## src/design/bdc_pkg.sv

```systemverilog
// constants, types and result layout for the branch decode and cycle timing slice
// assumes one core clock; no software-visible registers
package bdc_pkg;
  // opcode page prefixes and opcode groups
  localparam logic [7:0] PFX_PAGE2 = 8'h10;
  localparam logic [7:0] PFX_PAGE3 = 8'h11;
  localparam logic [7:0] OP_TRAP = 8'h3f;
  localparam logic [7:0] OP_COPY = 8'h1f;
  localparam logic [7:0] OP_BR_LO = 8'h20;
  localparam logic [7:0] OP_BR_HI = 8'h2f;
  localparam logic [7:0] OP_LEA_LO = 8'h30;
  localparam logic [7:0] OP_LEA_HI = 8'h33;
  localparam logic [7:0] OP_STK_LO = 8'h34;
  localparam logic [7:0] OP_STK_HI = 8'h37;
  // byte and cycle counts
  localparam logic [3:0] SHORT_BYTES = 4'h2;
  localparam logic [4:0] SHORT_CYC = 5'h03;
  localparam logic [3:0] LONG_BYTES = 4'h4;
  localparam logic [4:0] LONG_TAKEN_CYC = 5'h06;
  localparam logic [4:0] LONG_NOT_CYC = 5'h05;
  localparam logic [4:0] STK_BASE_CYC = 5'h05;
  localparam logic [3:0] POST_BYTES = 4'h2;
  localparam logic [4:0] COPY_CYC = 5'h06;
  localparam logic [4:0] TRAP1_CYC = 5'h13;
  localparam logic [4:0] TRAP23_CYC = 5'h14;
  localparam logic [3:0] TRAP1_BYTES = 4'h1;
  localparam logic [3:0] TRAP23_BYTES = 4'h2;
  localparam logic [4:0] LEA_CYC = 5'h04;
  localparam logic [4:0] IND_EXTRA_CYC = 5'h03;
  // condition code bit positions
  localparam int CC_C = 0;
  localparam int CC_V = 1;
  localparam int CC_Z = 2;
  localparam int CC_N = 3;

  typedef enum logic [2:0] {
    K_OTHER = 3'h0, K_BRANCH = 3'h1, K_STACK = 3'h2,
    K_COPY = 3'h3, K_TRAP = 3'h4, K_INDEX = 3'h5
  } bdc_kind_e;

  // gray along opcode -> prefix -> displacement high -> displacement low
  typedef enum logic [2:0] {
    S_OPC = 3'h0, S_PFX = 3'h1, S_DHI = 3'h3, S_DLO = 3'h2, S_POST = 3'h6
  } bdc_state_e;

  typedef struct packed {
    logic valid;
    logic [7:0] data;
    logic [15:0] addr;
  } bdc_fetch_s;

  typedef struct packed {
    logic [7:0] a;
    logic [7:0] b;
    logic cin;
  } bdc_alu_s;

  typedef struct packed {
    bdc_kind_e kind;
    logic illegal;
    logic [1:0] page;
    logic [7:0] opcode;
    logic [7:0] post;
    logic [3:0] bytes;
    logic [4:0] cycles;
    logic taken;
    logic [15:0] target;
    logic setMaskI;
    logic setMaskF;
  } bdc_result_s;

  typedef struct packed {
    bdc_state_e st;
    logic [1:0] page;
    logic [7:0] opc;
    logic [15:0] addr;
    logic [15:0] disp;
    logic resValid;
    bdc_result_s res;
    logic nibCarry;
  } bdc_core_s;
endpackage

```

## src/design/bdc_branch_decode.sv

```systemverilog
// instruction decode and cycle accounting: branches, traps, stack, copy, indexed
// assumes fetch bytes arrive in program order, synchronous to clk_sys
`timescale 1ns/1ps
module bdc_branch_decode
  import bdc_pkg::*;
(
  input wire logic clk_sys,
  input wire logic rst_n,
  input wire bdc_fetch_s fetch,
  input wire logic [7:0] ccIn,
  input wire bdc_alu_s alu,
  output bdc_result_s result,
  output logic resValid,
  output logic nibbleCarry
);
  bdc_core_s cur_ff;
  bdc_core_s nxt_core;

  // branch condition from the low opcode nibble, bit 0 inverts
  function automatic logic condMet(input logic [3:0] code, input logic [7:0] cc);
    logic base;
    base = 1'b1;
    unique case (code[3:1])
      3'h0: base = 1'b1;
      3'h1: base = !(cc[CC_C] | cc[CC_Z]);
      3'h2: base = !cc[CC_C];
      3'h3: base = !cc[CC_Z];
      3'h4: base = !cc[CC_V];
      3'h5: base = !cc[CC_N];
      3'h6: base = !(cc[CC_N] ^ cc[CC_V]);
      3'h7: base = !(cc[CC_Z] | (cc[CC_N] ^ cc[CC_V]));
    endcase
    return base ^ code[0];
  endfunction

  // bytes moved by a stack op: high four mask bits are word registers
  function automatic logic [4:0] stackBytes(input logic [7:0] mask);
    logic [4:0] n;
    n = 5'h00;
    for (int i = 0; i < 8; i++) begin
      if (mask[i]) begin
        n = n + ((i >= 4) ? 5'h02 : 5'h01);
      end
    end
    return n;
  endfunction

  // copy register code: 2 = 16-bit, 1 = 8-bit, 0 = no register
  function automatic logic [1:0] regWidth(input logic [3:0] code);
    if (code <= 4'h5) begin
      return 2'h2;
    end else if (code >= 4'h8 && code <= 4'hb) begin
      return 2'h1;
    end
    return 2'h0;
  endfunction

  // indexed postbyte extras {cycles, bytes, bad}
  function automatic logic [9:0] idxExtra(input logic [7:0] pb);
    logic [4:0] c;
    logic [3:0] b;
    logic bad;
    c = 5'h01;
    b = 4'h0;
    bad = 1'b0;
    if (pb[7]) begin
      unique case (pb[3:0])
        4'h0, 4'h2: begin
          c = 5'h02;
          bad = pb[4];
        end
        4'h1, 4'h3: c = 5'h03;
        4'h4: c = 5'h00;
        4'h5, 4'h6: c = 5'h01;
        4'h8, 4'hc: b = 4'h1;
        4'h9: begin
          c = 5'h04;
          b = 4'h2;
        end
        4'hb: c = 5'h04;
        4'hd: begin
          c = 5'h05;
          b = 4'h2;
        end
        4'hf: begin
          c = 5'h02;
          b = 4'h2;
          bad = !(pb[4] && pb[6:5] == 2'h0);
        end
        default: bad = 1'b1;
      endcase
      if (pb[4]) begin
        c = c + IND_EXTRA_CYC;
      end
    end
    return {c, b, bad};
  endfunction

  // full decode of one finished instruction
  function automatic bdc_result_s decode(input logic [1:0] pg, input logic [7:0] op,
      input logic [7:0] pb, input logic [15:0] dsp, input logic [15:0] adr,
      input logic [7:0] cc);
    bdc_result_s r;
    logic [9:0] ix;
    logic [1:0] wSrc;
    logic [1:0] wDst;
    r = '0;
    ix = idxExtra(pb);
    wSrc = regWidth(pb[7:4]);
    wDst = regWidth(pb[3:0]);
    r.page = pg;
    r.opcode = op;
    r.post = pb;
    if (op == OP_TRAP) begin
      r.kind = K_TRAP;
      r.cycles = (pg == 2'h0) ? TRAP1_CYC : TRAP23_CYC;
      r.bytes = (pg == 2'h0) ? TRAP1_BYTES : TRAP23_BYTES;
      r.setMaskI = (pg == 2'h0);
      r.setMaskF = (pg == 2'h0);
    end else if (op >= OP_BR_LO && op <= OP_BR_HI) begin
      r.kind = K_BRANCH;
      r.taken = condMet(op[3:0], cc);
      if (pg == 2'h0) begin
        r.bytes = SHORT_BYTES;
        r.cycles = SHORT_CYC;
      end else begin
        r.bytes = LONG_BYTES;
        r.cycles = r.taken ? LONG_TAKEN_CYC : LONG_NOT_CYC;
        r.illegal = (pg != 2'h1) || (op == OP_BR_LO);
        r.taken = r.taken && !r.illegal;
      end
      r.target = adr + {12'h000, r.bytes} + (r.taken ? dsp : 16'h0000);
    end else if (pg != 2'h0) begin
      r.kind = K_OTHER;
    end else if (op >= OP_STK_LO && op <= OP_STK_HI) begin
      r.kind = K_STACK;
      r.bytes = POST_BYTES;
      r.cycles = STK_BASE_CYC + stackBytes(pb);
    end else if (op == OP_COPY) begin
      r.kind = K_COPY;
      r.bytes = POST_BYTES;
      r.cycles = COPY_CYC;
      r.illegal = (wSrc == 2'h0) || (wSrc != wDst);
    end else if (op >= OP_LEA_LO && op <= OP_LEA_HI) begin
      r.kind = K_INDEX;
      r.cycles = LEA_CYC + ix[9:5];
      r.bytes = POST_BYTES + ix[4:1];
      r.illegal = ix[0];
    end else begin
      r.kind = K_OTHER;
      r.illegal = op inside {8'h01, 8'h02, 8'h05, 8'h0b, 8'h14, 8'h15,
                             8'h18, 8'h1b, 8'h38, 8'h3e};
    end
    return r;
  endfunction

  // next-state: byte sequencer and result build
  always_comb begin
    logic fin;
    logic [7:0] pb;
    logic [4:0] nib;
    fin = 1'b0;
    pb = 8'h00;
    nib = 5'h00;
    nxt_core = cur_ff;
    nxt_core.resValid = 1'b0;
    unique case (cur_ff.st)
      S_OPC: begin
        if (fetch.valid) begin
          nxt_core.addr = fetch.addr;
          nxt_core.page = 2'h0;
          nxt_core.opc = fetch.data;
          nxt_core.disp = 16'h0000;
          if (fetch.data == PFX_PAGE2 || fetch.data == PFX_PAGE3) begin
            nxt_core.page = (fetch.data == PFX_PAGE2) ? 2'h1 : 2'h2;
            nxt_core.st = S_PFX;
          end else if (fetch.data >= OP_BR_LO && fetch.data <= OP_BR_HI) begin
            nxt_core.st = S_DLO;
          end else if ((fetch.data >= OP_LEA_LO && fetch.data <= OP_STK_HI)
              || fetch.data == OP_COPY) begin
            nxt_core.st = S_POST;
          end else begin
            fin = 1'b1;
          end
        end
      end
      S_PFX: begin
        if (fetch.valid) begin
          nxt_core.opc = fetch.data;
          if (cur_ff.page == 2'h1 && fetch.data > OP_BR_LO && fetch.data <= OP_BR_HI) begin
            nxt_core.st = S_DHI;
          end else begin
            fin = 1'b1;
          end
        end
      end
      S_DHI: begin
        if (fetch.valid) begin
          nxt_core.disp[15:8] = fetch.data;
          nxt_core.st = S_DLO;
        end
      end
      S_DLO: begin
        if (fetch.valid) begin
          nxt_core.disp[7:0] = fetch.data;
          if (cur_ff.page == 2'h0) begin
            nxt_core.disp[15:8] = {8{fetch.data[7]}};
          end
          fin = 1'b1;
        end
      end
      S_POST: begin
        if (fetch.valid) begin
          pb = fetch.data;
          fin = 1'b1;
        end
      end
      default: nxt_core.st = S_OPC;
    endcase
    if (fin) begin
      nxt_core.st = S_OPC;
      nxt_core.resValid = 1'b1;
      nxt_core.res = decode(nxt_core.page, nxt_core.opc, pb, nxt_core.disp,
                            nxt_core.addr, ccIn);
    end
    // nibble carry from the low four bits of the adder
    nib = {1'b0, alu.a[3:0]} + {1'b0, alu.b[3:0]} + {4'h0, alu.cin};
    nxt_core.nibCarry = nib[4];
  end

  // state register
  always_ff @(posedge clk_sys or negedge rst_n) begin
    if (!rst_n) begin
      cur_ff <= '0;
    end else begin
      cur_ff <= nxt_core;
    end
  end

  assign result = cur_ff.res;
  assign resValid = cur_ff.resValid;
  assign nibbleCarry = cur_ff.nibCarry;
endmodule

```

## config.mk

```make
export PLATFORM = sky130hd
export DESIGN_NAME = bdc_branch_decode
export DESIGN_NICKNAME = d
export VERILOG_FILES = /design/src/design/bdc_pkg.sv /design/src/design/bdc_branch_decode.sv
export SDC_FILE = /design/constraint.sdc
export NUM_CORES = 1
export LEC_CHECK = 0
export BUFFER_PORTS_ARGS = -buffer_cell sky130_fd_sc_hd__buf_2
export CAP_MARGIN = 5
export CORE_UTILIZATION = 63
export CTS_CLUSTER_DIAMETER = 100
export DETAILED_ROUTE_END_ITERATION = 10
export GPL_TIMING_DRIVEN = 0
export HOLD_SLACK_MARGIN = 0.12
export PLACE_DENSITY = 0.87
export SKIP_CTS_REPAIR_TIMING = 1
export SYNTH_ARGS = -nofsm -noshare
export SYNTH_HDL_FRONTEND = slang
export SYNTH_SLANG_ARGS = --single-unit
```

## constraint.sdc

```tcl
create_clock -name clk_sys -period 14.7 [get_ports clk_sys]
set_input_delay 1.47 -clock clk_sys [delete_from_list [all_inputs] [get_ports clk_sys]]
set_output_delay 1.47 -clock clk_sys [all_outputs]
set_load 0.01 [all_outputs]
```

Word level (Yosys, flattened, before mapping)
Index checks and enable logic that the tools add are counted.
Widths: inputs -> output; s select.
{ "totals": {"ff_bits": 97, "word_cells": 283, "out_inout_bits": 52, "in_bits": 52} }
{ "op_classes": {"reduce_logical": 42, "n_eq_ne": 48, "n_bitwise": 4, "n_lt_le_gt_ge": 17, "n_mux": 139, "add_sub_neg": 15} }
{ "op_table": {"columns": ["cell", "n"], "rows": [
  ["$mux 5", 52],
  ["$mux 9", 9],
  ["$eq 8x5->1 const B", 8],
  ["$mux 51", 1],
  ["$mux 16", 3],
  ["$mux 8", 6],
  ["$mux 45", 1],
  ["$ge 8x6->1 const B", 5],
  ["$le 8x6->1 const B", 5],
  ["$mux 17", 2],
  ["$mux 3", 11],
  ["$eq 8x6->1 const B", 4],
  ["$pmux 8 s2", 2],
  ["$mux 2", 15],
  ["$mux 1", 26],
  ["$add 5x2->5 const B", 5],
  ["$eq 4x4->1 const B", 6],
  ["$pmux 8 s3", 1],
  ["$add 16x16->16", 1],
  ["$add 16x4->16", 1],
  ["$mux 4", 4],
  ["$add 5x1->5 const B", 3],
  ["$eq 3x3->1 const B", 5],
  ["$pmux 3 s5", 1],
  ["40 further kinds", 88]
]} }

Longest topological paths before layout
{ "depth": {"ltp_word": 70, "ltp_mapped": 28, "ltp_nobuf": 25} }

Worst setup path after synthesis
No wires, ideal clock.
{ "synth_timing": {"path_kind": "input -> register", "from": "in fetch[24] in the netlist's numbering", "to": "reg cur_ff, in the netlist result[23]", "path_buffers": 4, "path_stages": 27, "setup_time_ps": 69, "t_arrival_ps": 6279, "setup_slack_ps": 8353, "required_ps": 14631, "path_cell_list": "buf_6 and4b_1 buf_2 buf_2 nand2_1 ha_1 buf_1 o21ai_0 ha_1 nand2_1 mux2_2 nand2_1 ha_1 mux2_2 ha_1 nand2_1 a31oi_1 ha_1 and3_1 a21oi_1 inv_1 ha_1 nor2_1 nor2_1 o21a_1 or3b_1 nand3_1"} }
{ "synth_between": {"elab_chain_cells": 62, "elab_cells_between_ends": 104, "cone_classes": "add/sub: 10; order compare: 6; eq/ne: 10; mux: 70; reduce/logical: 8"} }
{ "synth_lines": {"columns": ["element", "line_no", "source"], "rows": [
  ["from (decl)", "bdc_branch_decode.sv:9", "input wire bdc_fetch_s fetch,"],
  ["$mux 8", "bdc_branch_decode.sv:213", "if (fetch.valid) begin"],
  ["$mux 8", "bdc_branch_decode.sv:167", "unique case (cur_ff.st)"],
  ["$mux 1", "bdc_branch_decode.sv:41", "if (mask[i]) begin"],
  ["$mux 5", "bdc_branch_decode.sv:135", "end else if (op >= OP_STK_LO && op <= OP_STK_HI) begin"],
  ["$mux 5", "bdc_branch_decode.sv:133", "end else if (pg != 2'h0) begin"],
  ["$mux 5", "bdc_branch_decode.sv:120", "end else if (op >= OP_BR_LO && op <= OP_BR_HI) begin"],
  ["$mux 5", "bdc_branch_decode.sv:114", "if (op == OP_TRAP) begin"],
  ["$mux 5", "bdc_branch_decode.sv:220", "if (fin) begin"],
  ["[... 46 more ...]", null, null],
  ["$mux 5", "bdc_branch_decode.sv:120", null],
  ["$mux 5", "bdc_branch_decode.sv:114", null],
  ["$mux 5", "bdc_branch_decode.sv:220", null],
  ["$add 3x5->5", "bdc_branch_decode.sv:138", "r.cycles = STK_BASE_CYC + stackBytes(pb);"],
  ["$mux 9", "bdc_branch_decode.sv:135", null],
  ["$mux 9", "bdc_branch_decode.sv:133", null],
  ["$mux 9", "bdc_branch_decode.sv:120", null],
  ["$mux 9", "bdc_branch_decode.sv:114", null],
  ["to (signal assigned)", "bdc_branch_decode.sv:236", "cur_ff <= nxt_core;"],
  ["to (decl)", "bdc_branch_decode.sv:16", "bdc_core_s cur_ff;"]
]} }
Several ways; a longest one is shown, not always the timed one. The select of a mux whose other input is x is not followed.
A chain may end at the register's enable or synchronous reset.

==> results.cfg <==
[layout]
final-seq-area_sq_um = 2380
layout-drive-gt1-share_pct = 21.5
antenna_cells = 0
n_fill_cell = 810
fin_cells = 1023
multiInputGateArea_sq_um = 3720
area_growth_pct = 12.3
nNetsFinal = 981

[synth]
async_flop_share_pct = 100
synth-seq-area-share_pct = 35.1
syn_inst = 784
synth_top_area_share_pct = 35.1
ys.flop_type = dfrtp_1
synth_area_per_cell_sq_um = 8.63
synth-seq-cells = 95
synth.largest_area_cell = dfrtp_1
synth_edf_count = 0
yosysWarnings = 0
synthesis.nets = 883
synth.area.top_cells = dfrtp_1, ha_1, nand2_1
synth_area_sq_um = 6770
ys_types = 81

[placed_design]
io_buffers = 86
finalWeightedCongestion = 0.952
dp_cells = 1007
dpl.hpwl_um = 14000

[setup_path]
crit_type = in2reg
r2r-start = cur_ff[95]
critPathMaxStageDelay_ns = 0.50
critPathArrivalTime_ns = 7.42
rrSetupSlack_ns = 8.25
cp.required_ns = 15.00
critical_path.cell_chain = buf_6 > nor3b_4 > mux2i_2 > inv_2 > or3_1 > a32oi_1 > xnor2_1 > or2_4 > buf_6 > a21oi_1 > fa_1 > ha_1 > fa_1 > a211oi_1 > nor2_1 > o21a_1 > o31a_1 > o41ai_1 > o21ai_0 > or2_2 > o211ai_2
rr_worst_depth = 21
worstSetupEndpointType = flip-flop
worst-path-max-fanout = 10
slowest_stage = fa_1
cp-start-kind = input pin
reg2reg_to = result[17]

[floorplanning]
core_region_area_sq_um = 10400
die_y_um = 106
ios = 104
initial_core_util_pct = 65.3
die_w_um = 106
placementRows = 37
die_area_sq_um = 11200

[cts]
numCtsBuffers = 9
clkTransAtPathRegs_ns = 0.09
clock_latency_ns = 0.39
cts_tree = done
cts.htree.levels = 3
cts-root-buf = clkbuf_8
clkSinkCount = 95
cts_buffer_depth = 2

[global_routing]
grt_max_degree = 61
grt.total_usage_pct = 34.6
antenna_found_initial = 0
grt_pass1_wl_um = 30000
grt_pass1_vias = 5858
overflow = 0

[timing]
slew_headroom_pct = 49.1
finalCritPeriodShare_pct = 48.4
timing.fmax_mhz = 141
final_max_slew_viol_count = 0
skew_ns = 0.0139
rsz0062_at_grt = no
finalSetupViolations = 0
hold_viol_final = 0
final.min_clock_period_ns = 7.12
worst_pin_slew_ns = 0.743
setup-tns-final_ns = 0

[routing]
ant_nets = 0
wire_per_inst_um = 18.0
routed_via_density = 6.01
vias = 6153
drc_errors = 0
drtIter0Drc = 559
wl_um = 18400
first_pass_iters = 5

[pwr]
p_switching_uw = 666
pwr-share-clk_pct = 12.3
p_per_area_nw_per_um2 = 193
seq_power_share_pct = 27.9
p_comb_share_pct = 59.7
p_leak_nw = 3.79
switching_share_pct = 45.5
max-vdd-ir-drop_v = 0.0000994
p_total_mw = 1.47
p_int_uw = 799

[hold_path]
hold_end = result[24]
hold_path_class = reg2reg
hp-start = result[24]
whs_path_depth = 2

[outcome]
status = completed

[job]
drv_cap = 0
-- cells in the mapped netlist (all sizes together), types with 3 or more instances --
master,instances
nand2,143
dfrtp,95
buf,68
nor2,60
ha,44
o21ai,34
a21oi,32
inv,26
nand3,25
clkbuf,20
nor2b,19
xnor2,18
mux2i,16
o31ai,13
nor3,11
xor2,11
nand2b,9
o21a,9
a211oi,8
nor4,8
a221o,7
a31oi,7
mux2,7
a21o,6
and2,6
nand4,6
o211ai,6
or3,6
nor3b,5
a22oi,4
o21bai,4
o311ai,4
a211o,3
and3,3
fa,3
o221ai,3
o41ai,3
-- layout by cell type (no fill, tap or decap), types with 7 or more instances in the layout --
cell,count
nand2_1,142
dfrtp_1,95
buf_2,93
nor2_1,59
buf_4,52
ha_1,44
o21ai_0,32
a21oi_1,31
nand3_1,25
inv_1,24
clkbuf_1,22
nor2b_1,19
xnor2_1,18
mux2i_1,13
o31ai_1,13
xor2_1,11
nor3_1,10
clkbuf_8,10
o21a_1,9
nand2b_1,9
a211oi_1,8
a221o_1,7
mux2_2,7
a31oi_1,7
-- registers in the layout, indices dropped and copies added, names as in the netlist --
register and flops:
cur_ff 45, resValid 1, result 48, nibbleCarry 1
-- layout make-up --
type	count	share of cell area (%)
buffer	88	7.49
sequential	95	31.3
multi-input combinational	574	49.0
clock buffer	12	1.91
timing repair buffer	87	6.06
clock inverter	4	0.708
inverter	27	1.33
tap	136	2.24
-- stage by stage --
stage	utilization [%]	setup slack [ns]	hold slack [ns]	area (sq um)
floorplan	-	8.35	0.427	6770
global placement	71.1	7.49	0.441	7370
detailed placement	71.3	7.37	0.459	7400
CTS	73.3	7.71	0.479	7600
global route	73.3	7.36	0.499	7600
finish	73.3	7.58	0.477	7600
-- worst max-delay path: cells and delay by family --
family / cells / cell delay (ns)
compound gates: 8 / 2.20
xor+xnor: 1 / 0.23
fa+ha+maj: 3 / 1.18
simple gates: 5 / 1.53
buf+inv: 3 / 0.37
mux: 1 / 0.42
-- power by group through the flow --
stage               combinational, mW  sequential [mW]  clock [mW]
floorplan                       0.624            0.398           0
finish                          0.875            0.409       0.181
global placement                0.829            0.408           0
CTS                             0.864            0.408       0.183
detailed placement              0.855            0.413           0
global route                    0.962            0.419       0.194
-- worst max-delay path by stage --
stage / start / to / slack, ns / cells after the start
floorplan: fetch[24] / result[23] / 8.35 / 27
finish: fetch[24] / result[17] / 7.58 / 21
detailed placement: fetch[24] / result[17] / 7.37 / 21
CTS: fetch[24] / result[17] / 7.71 / 21
global route: fetch[24] / result[17] / 7.36 / 21
global placement: fetch[24] / result[17] / 7.49 / 21
-- cell families (layout without fill, tap and decap cells) --
logic type / after synthesis / count (layout) / synth area share, %
and+or+nand+nor: 314 / 314 / 22.3
adders and majority gates: 47 / 47 / 9.02
other: 1 / 1 / 0.0554
muxes: 23 / 23 / 3.70
DFF: 95 / 95 / 35.1
buffers and inverters: 115 / 218 / 9.91
xor gates and xnor gates: 29 / 29 / 3.75
AOI/OAI and AO/OA: 160 / 160 / 16.1
-- routing by layer --
layer  part of all wire (%)  vias to the layer above  global-route usage [%]
met5                      0                        -                       0
li1                       -                     2884                       -
met1                     46                     2919                    50.8
met2                     44                      306                    51.5
met4                    2.2                        0                    12.2
met3                    8.1                       44                    5.75
Note: power is estimated with default switching activity, not from simulation.
